## config.mk

```make
export PLATFORM = sky130hd
export DESIGN_NAME = analog_io_mode_and_code_control
export DESIGN_NICKNAME = d
export VERILOG_FILES = /design/src/aio_pkg.sv /design/src/ai_code_format.sv /design/src/analog_io_mode_and_code_control.sv
export VERILOG_INCLUDE_DIRS = /design/src /design/src/src
export SDC_FILE = /design/constraint.sdc
export NUM_CORES = 1
export LEC_CHECK = 0
export ABC_AREA = 1
export ABC_CLOCK_PERIOD_IN_PS = 1400
export BUFFER_PORTS_ARGS = -buffer_cell sky130_fd_sc_hd__buf_2
export CORE_MARGIN = 5
export CORE_UTILIZATION = 52
export CTS_CLUSTER_DIAMETER = 60
export DETAILED_ROUTE_END_ITERATION = 8
export MAX_ROUTING_LAYER = met4
export PLACE_DENSITY = 0.79
export RECOVER_POWER = 50
export SLEW_MARGIN = 20
export SYNTH_ARGS = -nofsm -noshare
export SYNTH_HDL_FRONTEND = slang
export SYNTH_HIERARCHICAL = 1
export SYNTH_SLANG_ARGS = --single-unit
```

## constraint.sdc

```tcl
create_clock -name mclk_i -period 1.4 [get_ports mclk_i]
set_input_delay 0.07 -clock mclk_i [delete_from_list [all_inputs] [get_ports mclk_i]]
set_output_delay 0.07 -clock mclk_i [all_outputs]
set_load 0.02 [all_outputs]
```

## src/aio_cfg.svh

```systemverilog
`ifndef AIO_CFG_SVH
`define AIO_CFG_SVH

`define AIO_ADDR_W 5
`define AIO_OFS_CONFIG 5'h00
`define AIO_OFS_CONTROL 5'h04
`define AIO_OFS_CHANNEL 5'h08
`define AIO_OFS_AO0 5'h0c
`define AIO_OFS_AO1 5'h10
`define AIO_OFS_RESULT 5'h14
`define AIO_OFS_STATUS 5'h18

`define AIO_CFG_MODE_LSB 0
`define AIO_CFG_MODE_MSB 1
`define AIO_CFG_AI_UNI 2
`define AIO_CFG_AO0_UNI 3
`define AIO_CFG_AO1_UNI 4
`define AIO_CTL_SWRST 0
`define AIO_STS_READY 0
`define AIO_STS_MODE_LSB 1
`define AIO_STS_MODE_MSB 2

`define AIO_CODE_W 12
`define AIO_SIGN_BIT 11
`define AIO_CH_W 3
`define AIO_PAIR_W 2
`define AIO_RST_MODE 2'h0
`define AIO_MODE_RSVD 2'h3
`define AIO_RST_CODE 12'h800
`define AIO_ZERO32 32'h0000_0000

`endif

```

## src/aio_pkg.sv

```systemverilog
package aio_pkg;

  typedef enum logic [1:0] {
    grounded_single_ended_mode,
    floating_single_ended_mode,
    paired_input_mode
  } input_mode_t;

  typedef struct packed {
    input_mode_t mode;
    logic ai_unipolar;
    logic ao0_unipolar;
    logic ao1_unipolar;
  } aio_config_t;

  typedef struct packed {
    logic [2:0] pos_sel;
    logic [2:0] neg_sel;
    logic neg_to_ground;
    logic neg_to_sense;
    logic neg_to_channel;
  } amp_route_t;

endpackage

```

## src/ai_code_format.sv

```systemverilog
`timescale 1ns/1ns
`include "aio_cfg.svh"

module ai_code_format #(
  parameter int CODE_W = `AIO_CODE_W
) (
  input wire logic [CODE_W-1:0] raw_i,
  input wire logic unipolar_i,
  output logic [15:0] data_o
);

  // Converter delivers offset binary; bipolar flips the top bit into two's complement
  always_comb begin
    if (unipolar_i) begin
      data_o = {{(16-CODE_W){1'b0}}, raw_i};
    end else begin
      data_o = {{(17-CODE_W){~raw_i[CODE_W-1]}}, raw_i[CODE_W-2:0]};
    end
  end

endmodule

```

## src/analog_io_mode_and_code_control.sv

```systemverilog
// The implementer's own choices: the Avalon-MM register port and the placing of the registers.
`timescale 1ns/1ns
`include "aio_cfg.svh"

//Contract
// - Reset gives grounded single-ended, bipolar input and bipolar outputs.
// - Two output channels, each with its own unipolar or bipolar setting.
// - Bipolar input reports signed codes, -5 V F800 hex, +5 V 7FF hex.
// - Unipolar input reports straight binary, 0 V zero, 10 V FFF hex.
// - Single-ended modes offer eight channels, paired mode only four.
// - Paired mode routes even channel to plus, odd channel to minus.
// - Floating mode ties amplifier minus to common sense pin, not ground.
// - Grounded mode ties amplifier minus to analog ground.
// - Mode and polarity are software set; input-only variant resets inputs only (software reset here; power-up reset also clears output settings).
// - Converter results are twelve bits wide.
module analog_io_mode_and_code_control #(
  parameter int CODE_W = `AIO_CODE_W,
  parameter bit HAS_OUTPUTS = 1'b1
) (
  input wire logic mclk_i,
  input wire logic rst_i,
  input wire logic ce_i,
  input wire logic [`AIO_ADDR_W-1:0] avs_address_i,
  input wire logic avs_read_i,
  input wire logic avs_write_i,
  input wire logic [31:0] avs_writedata_i,
  input wire logic [3:0] avs_byteenable_i,
  output logic [31:0] avs_readdata_o,
  output logic avs_waitrequest_o,
  input wire logic [CODE_W-1:0] adc_code_i,
  input wire logic adc_valid_i,
  output aio_pkg::amp_route_t amp_route_o,
  output logic [CODE_W-1:0] analog_output_ch0_o,
  output logic [CODE_W-1:0] analog_output_ch1_o,
  output logic result_ready_o
);

  aio_pkg::aio_config_t cfg_reg;
  logic [`AIO_CH_W-1:0] chan_reg;
  logic [15:0] ao0_reg;
  logic [15:0] ao1_reg;
  logic [15:0] result_reg;
  logic ready_reg;
  logic wait_reg;
  logic [31:0] rdata_reg;
  logic [31:0] rdata_next;
  logic [15:0] result_next;
  logic req;
  logic take;
  logic wr_take;
  logic rd_take;
  logic sw_reset;
  aio_pkg::amp_route_t route_next;

  assign req = avs_read_i | avs_write_i;
  // Access completes on the edge where waitrequest is already low
  assign take = ce_i & req & ~wait_reg;
  assign wr_take = take & avs_write_i & avs_byteenable_i[0];
  assign rd_take = take & avs_read_i;
  assign sw_reset = wr_take & (avs_address_i == `AIO_OFS_CONTROL)
                    & avs_writedata_i[`AIO_CTL_SWRST];

  // Output code to converter: two's complement becomes offset binary when bipolar
  function automatic logic [CODE_W-1:0] out_code(input logic [15:0] sw_code,
                                                 input logic unipolar);
    logic [CODE_W-1:0] c;
    c = sw_code[CODE_W-1:0];
    if (unipolar) begin
      out_code = c;
    end else begin
      out_code = {~c[CODE_W-1], c[CODE_W-2:0]};
    end
  endfunction

  ai_code_format #(
    .CODE_W(CODE_W)
  ) u_fmt (
    .raw_i(adc_code_i),
    .unipolar_i(cfg_reg.ai_unipolar),
    .data_o(result_next)
  );

  // Bus handshake: one wait cycle so read data can come from a flop
  always_ff @(posedge mclk_i) begin
    if (rst_i) begin
      wait_reg <= 1'b1;
    end else if (ce_i) begin
      if (take) begin
        wait_reg <= 1'b1;
      end else if (req) begin
        wait_reg <= 1'b0;
      end else begin
        wait_reg <= 1'b1;
      end
    end
  end

  // Configuration state; software reset shares the power-up defaults
  always_ff @(posedge mclk_i) begin
    if (rst_i || (ce_i && sw_reset)) begin
      cfg_reg.mode <= aio_pkg::input_mode_t'(`AIO_RST_MODE);
      cfg_reg.ai_unipolar <= 1'b0;
      if (HAS_OUTPUTS || rst_i) begin
        cfg_reg.ao0_unipolar <= 1'b0;
        cfg_reg.ao1_unipolar <= 1'b0;
      end
    end else if (wr_take && avs_address_i == `AIO_OFS_CONFIG) begin
      // Reserved mode code is refused so the mux never sees an undefined route
      if (avs_writedata_i[`AIO_CFG_MODE_MSB:`AIO_CFG_MODE_LSB] != `AIO_MODE_RSVD) begin
        cfg_reg.mode <= aio_pkg::input_mode_t'(
          avs_writedata_i[`AIO_CFG_MODE_MSB:`AIO_CFG_MODE_LSB]);
      end
      cfg_reg.ai_unipolar <= avs_writedata_i[`AIO_CFG_AI_UNI];
      if (HAS_OUTPUTS) begin
        cfg_reg.ao0_unipolar <= avs_writedata_i[`AIO_CFG_AO0_UNI];
        cfg_reg.ao1_unipolar <= avs_writedata_i[`AIO_CFG_AO1_UNI];
      end
    end
  end

  always_ff @(posedge mclk_i) begin
    if (rst_i) begin
      chan_reg <= '0;
    end else if (wr_take && avs_address_i == `AIO_OFS_CHANNEL) begin
      chan_reg <= avs_writedata_i[`AIO_CH_W-1:0];
    end
  end

  // Output codes; zero code means mid-scale in bipolar, so reset leaves 0 V out
  always_ff @(posedge mclk_i) begin
    if (rst_i) begin
      ao0_reg <= '0;
      ao1_reg <= '0;
    end else if (HAS_OUTPUTS && wr_take) begin
      if (avs_address_i == `AIO_OFS_AO0) begin
        ao0_reg <= avs_writedata_i[15:0];
      end
      if (avs_address_i == `AIO_OFS_AO1) begin
        ao1_reg <= avs_writedata_i[15:0];
      end
    end
  end

  always_ff @(posedge mclk_i) begin
    if (rst_i) begin
      analog_output_ch0_o <= `AIO_RST_CODE;
      analog_output_ch1_o <= `AIO_RST_CODE;
    end else if (ce_i) begin
      if (HAS_OUTPUTS) begin
        analog_output_ch0_o <= out_code(ao0_reg, cfg_reg.ao0_unipolar);
        analog_output_ch1_o <= out_code(ao1_reg, cfg_reg.ao1_unipolar);
      end else begin
        analog_output_ch0_o <= '0;
        analog_output_ch1_o <= '0;
      end
    end
  end

  // Conversion result capture; a new result beats the read that clears ready
  always_ff @(posedge mclk_i) begin
    if (rst_i) begin
      result_reg <= '0;
      ready_reg <= 1'b0;
    end else if (ce_i) begin
      if (adc_valid_i) begin
        result_reg <= result_next;
        ready_reg <= 1'b1;
      end else if (rd_take && avs_address_i == `AIO_OFS_RESULT) begin
        ready_reg <= 1'b0;
      end
    end
  end

  always_ff @(posedge mclk_i) begin
    if (rst_i) begin
      result_ready_o <= 1'b0;
    end else if (ce_i) begin
      result_ready_o <= ready_reg;
    end
  end

  // Amplifier routing from mode and channel
  always_comb begin
    route_next = '0;
    case (cfg_reg.mode)
      aio_pkg::grounded_single_ended_mode: begin
        route_next.pos_sel = chan_reg;
        route_next.neg_to_ground = 1'b1;
      end
      aio_pkg::floating_single_ended_mode: begin
        route_next.pos_sel = chan_reg;
        route_next.neg_to_sense = 1'b1;
      end
      aio_pkg::paired_input_mode: begin
        // Only the low two channel bits count: four pairs
        route_next.pos_sel = {chan_reg[`AIO_PAIR_W-1:0], 1'b0};
        route_next.neg_sel = {chan_reg[`AIO_PAIR_W-1:0], 1'b1};
        route_next.neg_to_channel = 1'b1;
      end
      default: begin
        route_next.neg_to_ground = 1'b1;
      end
    endcase
  end

  always_ff @(posedge mclk_i) begin
    if (rst_i) begin
      amp_route_o <= '0;
      amp_route_o.neg_to_ground <= 1'b1;
    end else if (ce_i) begin
      amp_route_o <= route_next;
    end
  end

  always_comb begin
    rdata_next = `AIO_ZERO32;
    case (avs_address_i)
      `AIO_OFS_CONFIG: begin
        rdata_next[`AIO_CFG_MODE_MSB:`AIO_CFG_MODE_LSB] = cfg_reg.mode;
        rdata_next[`AIO_CFG_AI_UNI] = cfg_reg.ai_unipolar;
        rdata_next[`AIO_CFG_AO0_UNI] = cfg_reg.ao0_unipolar;
        rdata_next[`AIO_CFG_AO1_UNI] = cfg_reg.ao1_unipolar;
      end
      `AIO_OFS_CHANNEL: rdata_next[`AIO_CH_W-1:0] = chan_reg;
      `AIO_OFS_AO0: rdata_next[15:0] = HAS_OUTPUTS ? ao0_reg : 16'h0000;
      `AIO_OFS_AO1: rdata_next[15:0] = HAS_OUTPUTS ? ao1_reg : 16'h0000;
      `AIO_OFS_RESULT: rdata_next[15:0] = result_reg;
      `AIO_OFS_STATUS: begin
        rdata_next[`AIO_STS_READY] = ready_reg;
        rdata_next[`AIO_STS_MODE_MSB:`AIO_STS_MODE_LSB] = amp_route_o.neg_to_channel ?
          2'h2 : (amp_route_o.neg_to_sense ? 2'h1 : 2'h0);
      end
      default: rdata_next = `AIO_ZERO32;
    endcase
  end

  always_ff @(posedge mclk_i) begin
    if (rst_i) begin
      rdata_reg <= `AIO_ZERO32;
    end else if (ce_i && req && wait_reg) begin
      rdata_reg <= rdata_next;
    end
  end

  assign avs_readdata_o = rdata_reg;
  assign avs_waitrequest_o = wait_reg;

endmodule

```

After elaboration in Yosys (flattened, before gate mapping)
Index checks and enable logic that the tools add are counted.
{"block": "op_classes", "eq_ne": 9, "n_mux": 17, "bitwise_logic": 12, "n_reduce_logical": 17}
{"operator": "$pmux W11 S3", "n": 1}
{"operator": "$mux W12", "n": 2}
{"operator": "$pmux W3 S6", "n": 1}
{"operator": "$mux W16", "n": 1}
{"operator": "$eq A5 B5 Y1 const B", "n": 3}
{"operator": "$eq A5 B4 Y1 const B", "n": 2}
{"operator": "$reduce_and A2 Y1", "n": 5}
{"operator": "$mux W1", "n": 8}
{"operator": "$pmux W2 S4", "n": 1}
{"operator": "$and A1 B1 Y1", "n": 7}
{"operator": "$logic_and A1 B1 Y1", "n": 6}
{"operator": "$pmux W3 S2", "n": 1}
{"operator": "$eq A5 B3 Y1 const B", "n": 1}
{"operator": "$logic_not A5 Y1", "n": 1}
{"operator": "$not A1 Y1", "n": 4}
{"operator": "$reduce_or A2 Y1", "n": 2}
{"operator": "$mux W3", "n": 1}
{"operator": "$eq A2 B1 Y1 const B", "n": 1}
{"operator": "$eq A2 B2 Y1 const B", "n": 1}
{"operator": "$logic_not A2 Y1", "n": 1}
{"operator": "$mux W2", "n": 1}
{"operator": "$ne A2 B2 Y1 const B", "n": 1}
{"operator": "$reduce_bool A2 Y1", "n": 1}
{"operator": "$logic_or A1 B1 Y1", "n": 1}
{"operator": "$or A1 B1 Y1", "n": 1}
{"block": "word_totals", "reg_bits": 108, "in_bits": 59, "output_inout_bits": 67, "word_cells": 74}

Longest topological paths before layout
{"block": "logic_depth", "word_depth": 9, "mapped_depth": 10, "ltp_nobuf": 9}

Modules after synthesis
Netlist, hierarchy kept.
{"module": "analog_io_mode_and_code_control", "instances": 1, "cells_per_inst": 617, "area_per_inst_um2": 4506.8}
{"module": "ai_code_format", "instances": 1, "cells_per_inst": 18, "area_per_inst_um2": 128.9}

Least setup slack after synthesis
No wires, ideal clock.
{"block": "synth_timing", "path_kind": "register to register", "start": "register wait_reg (netlist: avs_waitrequest_o)", "end": "register ao0_reg[11]", "t_arrival_ns": 1.234, "path_slack_ns": 0.053, "stages_incl_launch_ff": 9, "path_cell_list": "dfxtp_1 > inv_1 > nand4_2 > inv_2 > nand2_2 > clkinv_2 > buf_6 > nor2_1 > nor2_1"}
{"block": "synth_between", "elab_chain_len": 5}
{"item": "from (decl)", "line": "analog_io_mode_and_code_control.sv:44", "source": "logic wait_reg;"}
{"item": "from (signal assigned)", "line": "analog_io_mode_and_code_control.sv:86", "source": "wait_reg <= 1'b1;"}
{"item": "from (signal assigned)", "line": "analog_io_mode_and_code_control.sv:89", "source": "wait_reg <= 1'b1;"}
{"item": "from (signal assigned)", "line": "analog_io_mode_and_code_control.sv:91", "source": "wait_reg <= 1'b0;"}
{"item": "$not A1 Y1", "line": "analog_io_mode_and_code_control.sv:57", "source": "assign take = ce_i & req & ~wait_reg;"}
{"item": "$and A1 B1 Y1", "line": "analog_io_mode_and_code_control.sv:57"}
{"item": "$and A1 B1 Y1 (2 in series)", "line": "analog_io_mode_and_code_control.sv:58", "source": "assign wr_take = take & avs_write_i & avs_byteenable_i[0];"}
{"item": "$reduce_and A2 Y1 (no line)"}
{"item": "to (signal assigned)", "line": "analog_io_mode_and_code_control.sv:136", "source": "ao0_reg <= avs_writedata_i[15:0];"}
{"item": "to (decl)", "line": "analog_io_mode_and_code_control.sv:40", "source": "logic [15:0] ao0_reg;"}
Every way passes these cells.
A chain may end at the register's enable or synchronous reset.

Worst setup path in the final report
{"block": "layout_timing", "start": "register wait_reg (netlist: avs_waitrequest_o)", "end": "register cfg_reg[4] (netlist name)"}
{"block": "layout_between", "elab_chain_len": 8}
{"item": "$not A1 Y1 *", "line": "analog_io_mode_and_code_control.sv:57"}
{"item": "$and A1 B1 Y1 *", "line": "analog_io_mode_and_code_control.sv:57"}
{"item": "$and A1 B1 Y1 * (2 in series)", "line": "analog_io_mode_and_code_control.sv:58"}
{"item": "$and A1 B1 Y1 (2 in series)", "line": "analog_io_mode_and_code_control.sv:60", "source": "assign sw_reset = wr_take & (avs_address_i == `AIO_OFS_CONTROL)"}
{"item": "$logic_and A1 B1 Y1", "line": "analog_io_mode_and_code_control.sv:100", "source": "if (rst_i || (ce_i && sw_reset)) begin"}
{"item": "$logic_or A1 B1 Y1", "line": "analog_io_mode_and_code_control.sv:100"}
{"item": "to (decl)", "line": "analog_io_mode_and_code_control.sv:38", "source": "aio_pkg::aio_config_t cfg_reg;"}
Every way passes the cells marked *; elsewhere a longest branch is shown, timed or not.

==> results.md <==
- Outcome: finished, final reports clean
- Area of the core: 0.00872 sq mm
- Vias in the first global route: 4086
- Starting Density: 53.2%
- TritonCTS clock tree: built
- Tcrit/Tclk final: slightly above 90%
- Largest net degree at the start of global routing: 32
- Post-synthesis cell count: 635
- Die X: 104 um
- Initial antenna violation count: 0
- Gpl congestion: about 0.90
- Fillcell total: 786
- Overall power: around 6.0 mW
- Area growth, synth to finish: 19.6%
- Setup Buffers After CTS: 0
- DRC Markers: 0
- Vias/cell: 5.23
- Total CTS buffers: 9
- Top post-synthesis cells by count: 147 x nor2_1, 107 x dfxtp_1, 105 x nand2_1
- Root Driver: clkbuf_8
- Worst relative slew slack: a little under three fifths
- PwrDens: 1090 mW/mm^2
- Sequential cell area: 0.00214 sq mm
- Worst VDD drop: 525 uV
- Crit path capture type: flip-flop
- Max Cap Viol: 0
- Post-synth EDFFs: 0
- Diodes inserted: 0
- Worst Reg-to-Reg Cells: 8
- Io pins: around 130
- Detail Route Antenna Nets: 0
- Final HPWL DP: 9.05 mm
- Via count: approximately 4400
- Yosys top cell by area: dfxtp_1
- WP data required: 1.69 ns
- Fraction of registers with async set/reset: 0%
- Placed cell areas: ~0.0051 sq mm
- Synth area leaders: dfxtp_1 46%, nor2_1 12%, nand2_1 8.5%
- Pin slew with the least headroom to its limit: 0.636 ns
- Routed wire length per instance: 14.8 um
- CP Class: flip-flop to flip-flop
- Clock Path Buffers: 2
- Synthesized cell area: 0.00464 sq mm
- Drt first-iter violations: 310
- H-tree levels: 3
- Clk slew on worst S/H paths: 0.11 ns
- Clock Latency Late Sink: ~0.37 ns
- Cell area after layout: 0.00555 sq mm
- Area of the multi-input gates: 0.00205 sq mm
- Number of I/O port buffers: 90
- WHS Path Cells: 3
- Share of cells above drive strength 1: 14.6%
- Synthesized area per cell: 7.30 sq um
- Setup slack, reg-to-reg: 0.11 ns
- Die Height: 104 um
- Tmin final: between 1 and 1.5 ns
- Cell row count: 34
- Nets: 801
- Fmax achieved: roughly 0.77 GHz
- Count of different cell masters after synthesis: 25
- First-pass GRT wire length: 20.2 mm
- Setup skew after layout: ~0.012 ns
- Slew Viols, Final: 0
- WL final: 12.6 mm
- Clk sinks: approximately 110
- # setup viols final: 0
- Final hold vios: 0
- Arrival @ worst endpoint: 1.59 ns
- Die area: 0.0109 sq mm
- Drt pass-1 iters: 6
- Tot GR Track Use: 23.0%
- HP Class: input port to flip-flop
- Count leader, synth: nor2_1
- Grt ovf: 0
- Register area share after synthesis: 46.2%
- Critical-path maximum fanout: 6
- Most used DFF post-synth: dfxtp_1
- Synth Register Bits: 107
- CP Launch Type: flip-flop
- Leakage: 2.34 nW
- Yosys warns: 6
- Synth top area share: 46.2%
==> what timing repair did <==
item	in CTS	in global routing
endpoints found under the setup margin	0	4
hold buffers	25	0
resized for setup	0	5
endpoints found under the hold margin	37	0
==> layout by cell type (no fill, tap or decap), types with 2 or more instances in the layout <==
| master | synthesis | routed |
|---|---|---|
| o21ai_1 | 25 | 24 |
| clkbuf_8 | 0 | 9 |
| buf_2 | 7 | 49 |
| inv_1 | 24 | 26 |
| buf_4 | 36 | 20 |
| inv_2 | 5 | 3 |
| dlygate4sd3_1 | 0 | 25 |
| inv_8 | 0 | 2 |
| bufinv_16 | 0 | 2 |
| nand2_2 | 3 | 3 |
| nor2_4 | 6 | 6 |
| dfxtp_1 | 107 | 107 |
| ha_1 | 5 | 5 |
| nand4_1 | 17 | 17 |
| buf_12 | 0 | 2 |
| clkbuf_1 | 18 | 42 |
| nand2_1 | 105 | 105 |
| conb_1 | 1 | 16 |
| a21oi_1 | 37 | 37 |
| nor2_2 | 4 | 3 |
| inv_4 | 0 | 2 |
| o21ai_0 | 64 | 64 |
| nand3_1 | 14 | 14 |
| nor2_1 | 147 | 148 |
==> path summary, 6_finish.rpt <==
check | start | to
worst max-delay path | avs_waitrequest_o | cfg_reg[4]
worst min-delay path | avs_writedata_i[2] | cfg_reg[2]
worst max register to register | avs_waitrequest_o | cfg_reg[4]
worst min register to register | avs_readdata_o[0] | avs_readdata_o[0]
==> area by class of cell <==
class	instances	share of cell area [%]
inverter	31	2.19
clock buffer	9	2.23
timing repair buffer	139	15.4
multi-input combinational	449	37.0
sequential	107	38.6
clock inverter	7	2.10
tap	108	2.44
==> power breakdown <==
part,switching [mW],internal (mW),total (mW)
logic,0.412,0.224,0.637
clock network,1.16,1.06,2.22
registers,0.0482,3.12,3.17
total,1.62,4.40,6.02
==> critical path, cell delays in order (launching register included) <==
cell and delay (ns):
dfxtp_1 0.33, inv_1 0.12, nand4_4 0.11, buf_4 0.17
nor2_4 0.13, nand2_1 0.09, nand2_1 0.06, inv_1 0.03
nor3_1 0.17
==> cell families after synthesis <==
logic type	count (synthesis)	share of synthesized area [%]
buffers and inverters	94	11.1
AO/OA/AOI/OAI	126	13.6
adder cells (fa/ha/maj)	5	1.35
AND/OR/NAND/NOR	301	27.5
flip-flops	107	46.2
other	1	0.0809
XOR/XNOR	1	0.189
==> through the flow <==
stage | cells | TNS, ns | utilization (%) | hold slack (ns) | setup slack, ns
6_report | 850 | 0 | 63.6 | 0.0150 | 0.107
5_1_grt | 850 | -0.00824 | 63.6 | 0.0126 | -0.00824
4_1_cts | 850 | 0 | 64.1 | 0.00999 | 0.0792
3_5_place_dp | 809 | 0 | 58.5 | 0.331 | 0.0526
3_3_place_gp | 809 | 0 | 58.5 | 0.319 | 0.0730
2_1_floorplan | 650 | 0 | - | 0.209 | 0.0532
==> layer usage <==
| metal | vias up | track usage (%) | wire length (um) |
|---|---|---|---|
| li1 | 2200 | - | - |
| met1 | 2034 | 32.5 | 5810 |
| met2 | 189 | 34.1 | 5580 |
| met3 | 23 | 3.72 | 964 |
| met4 | 0 | 6.85 | 203 |
| met5 | - | - | 0 |
Note: power is estimated with default switching activity, not from simulation.
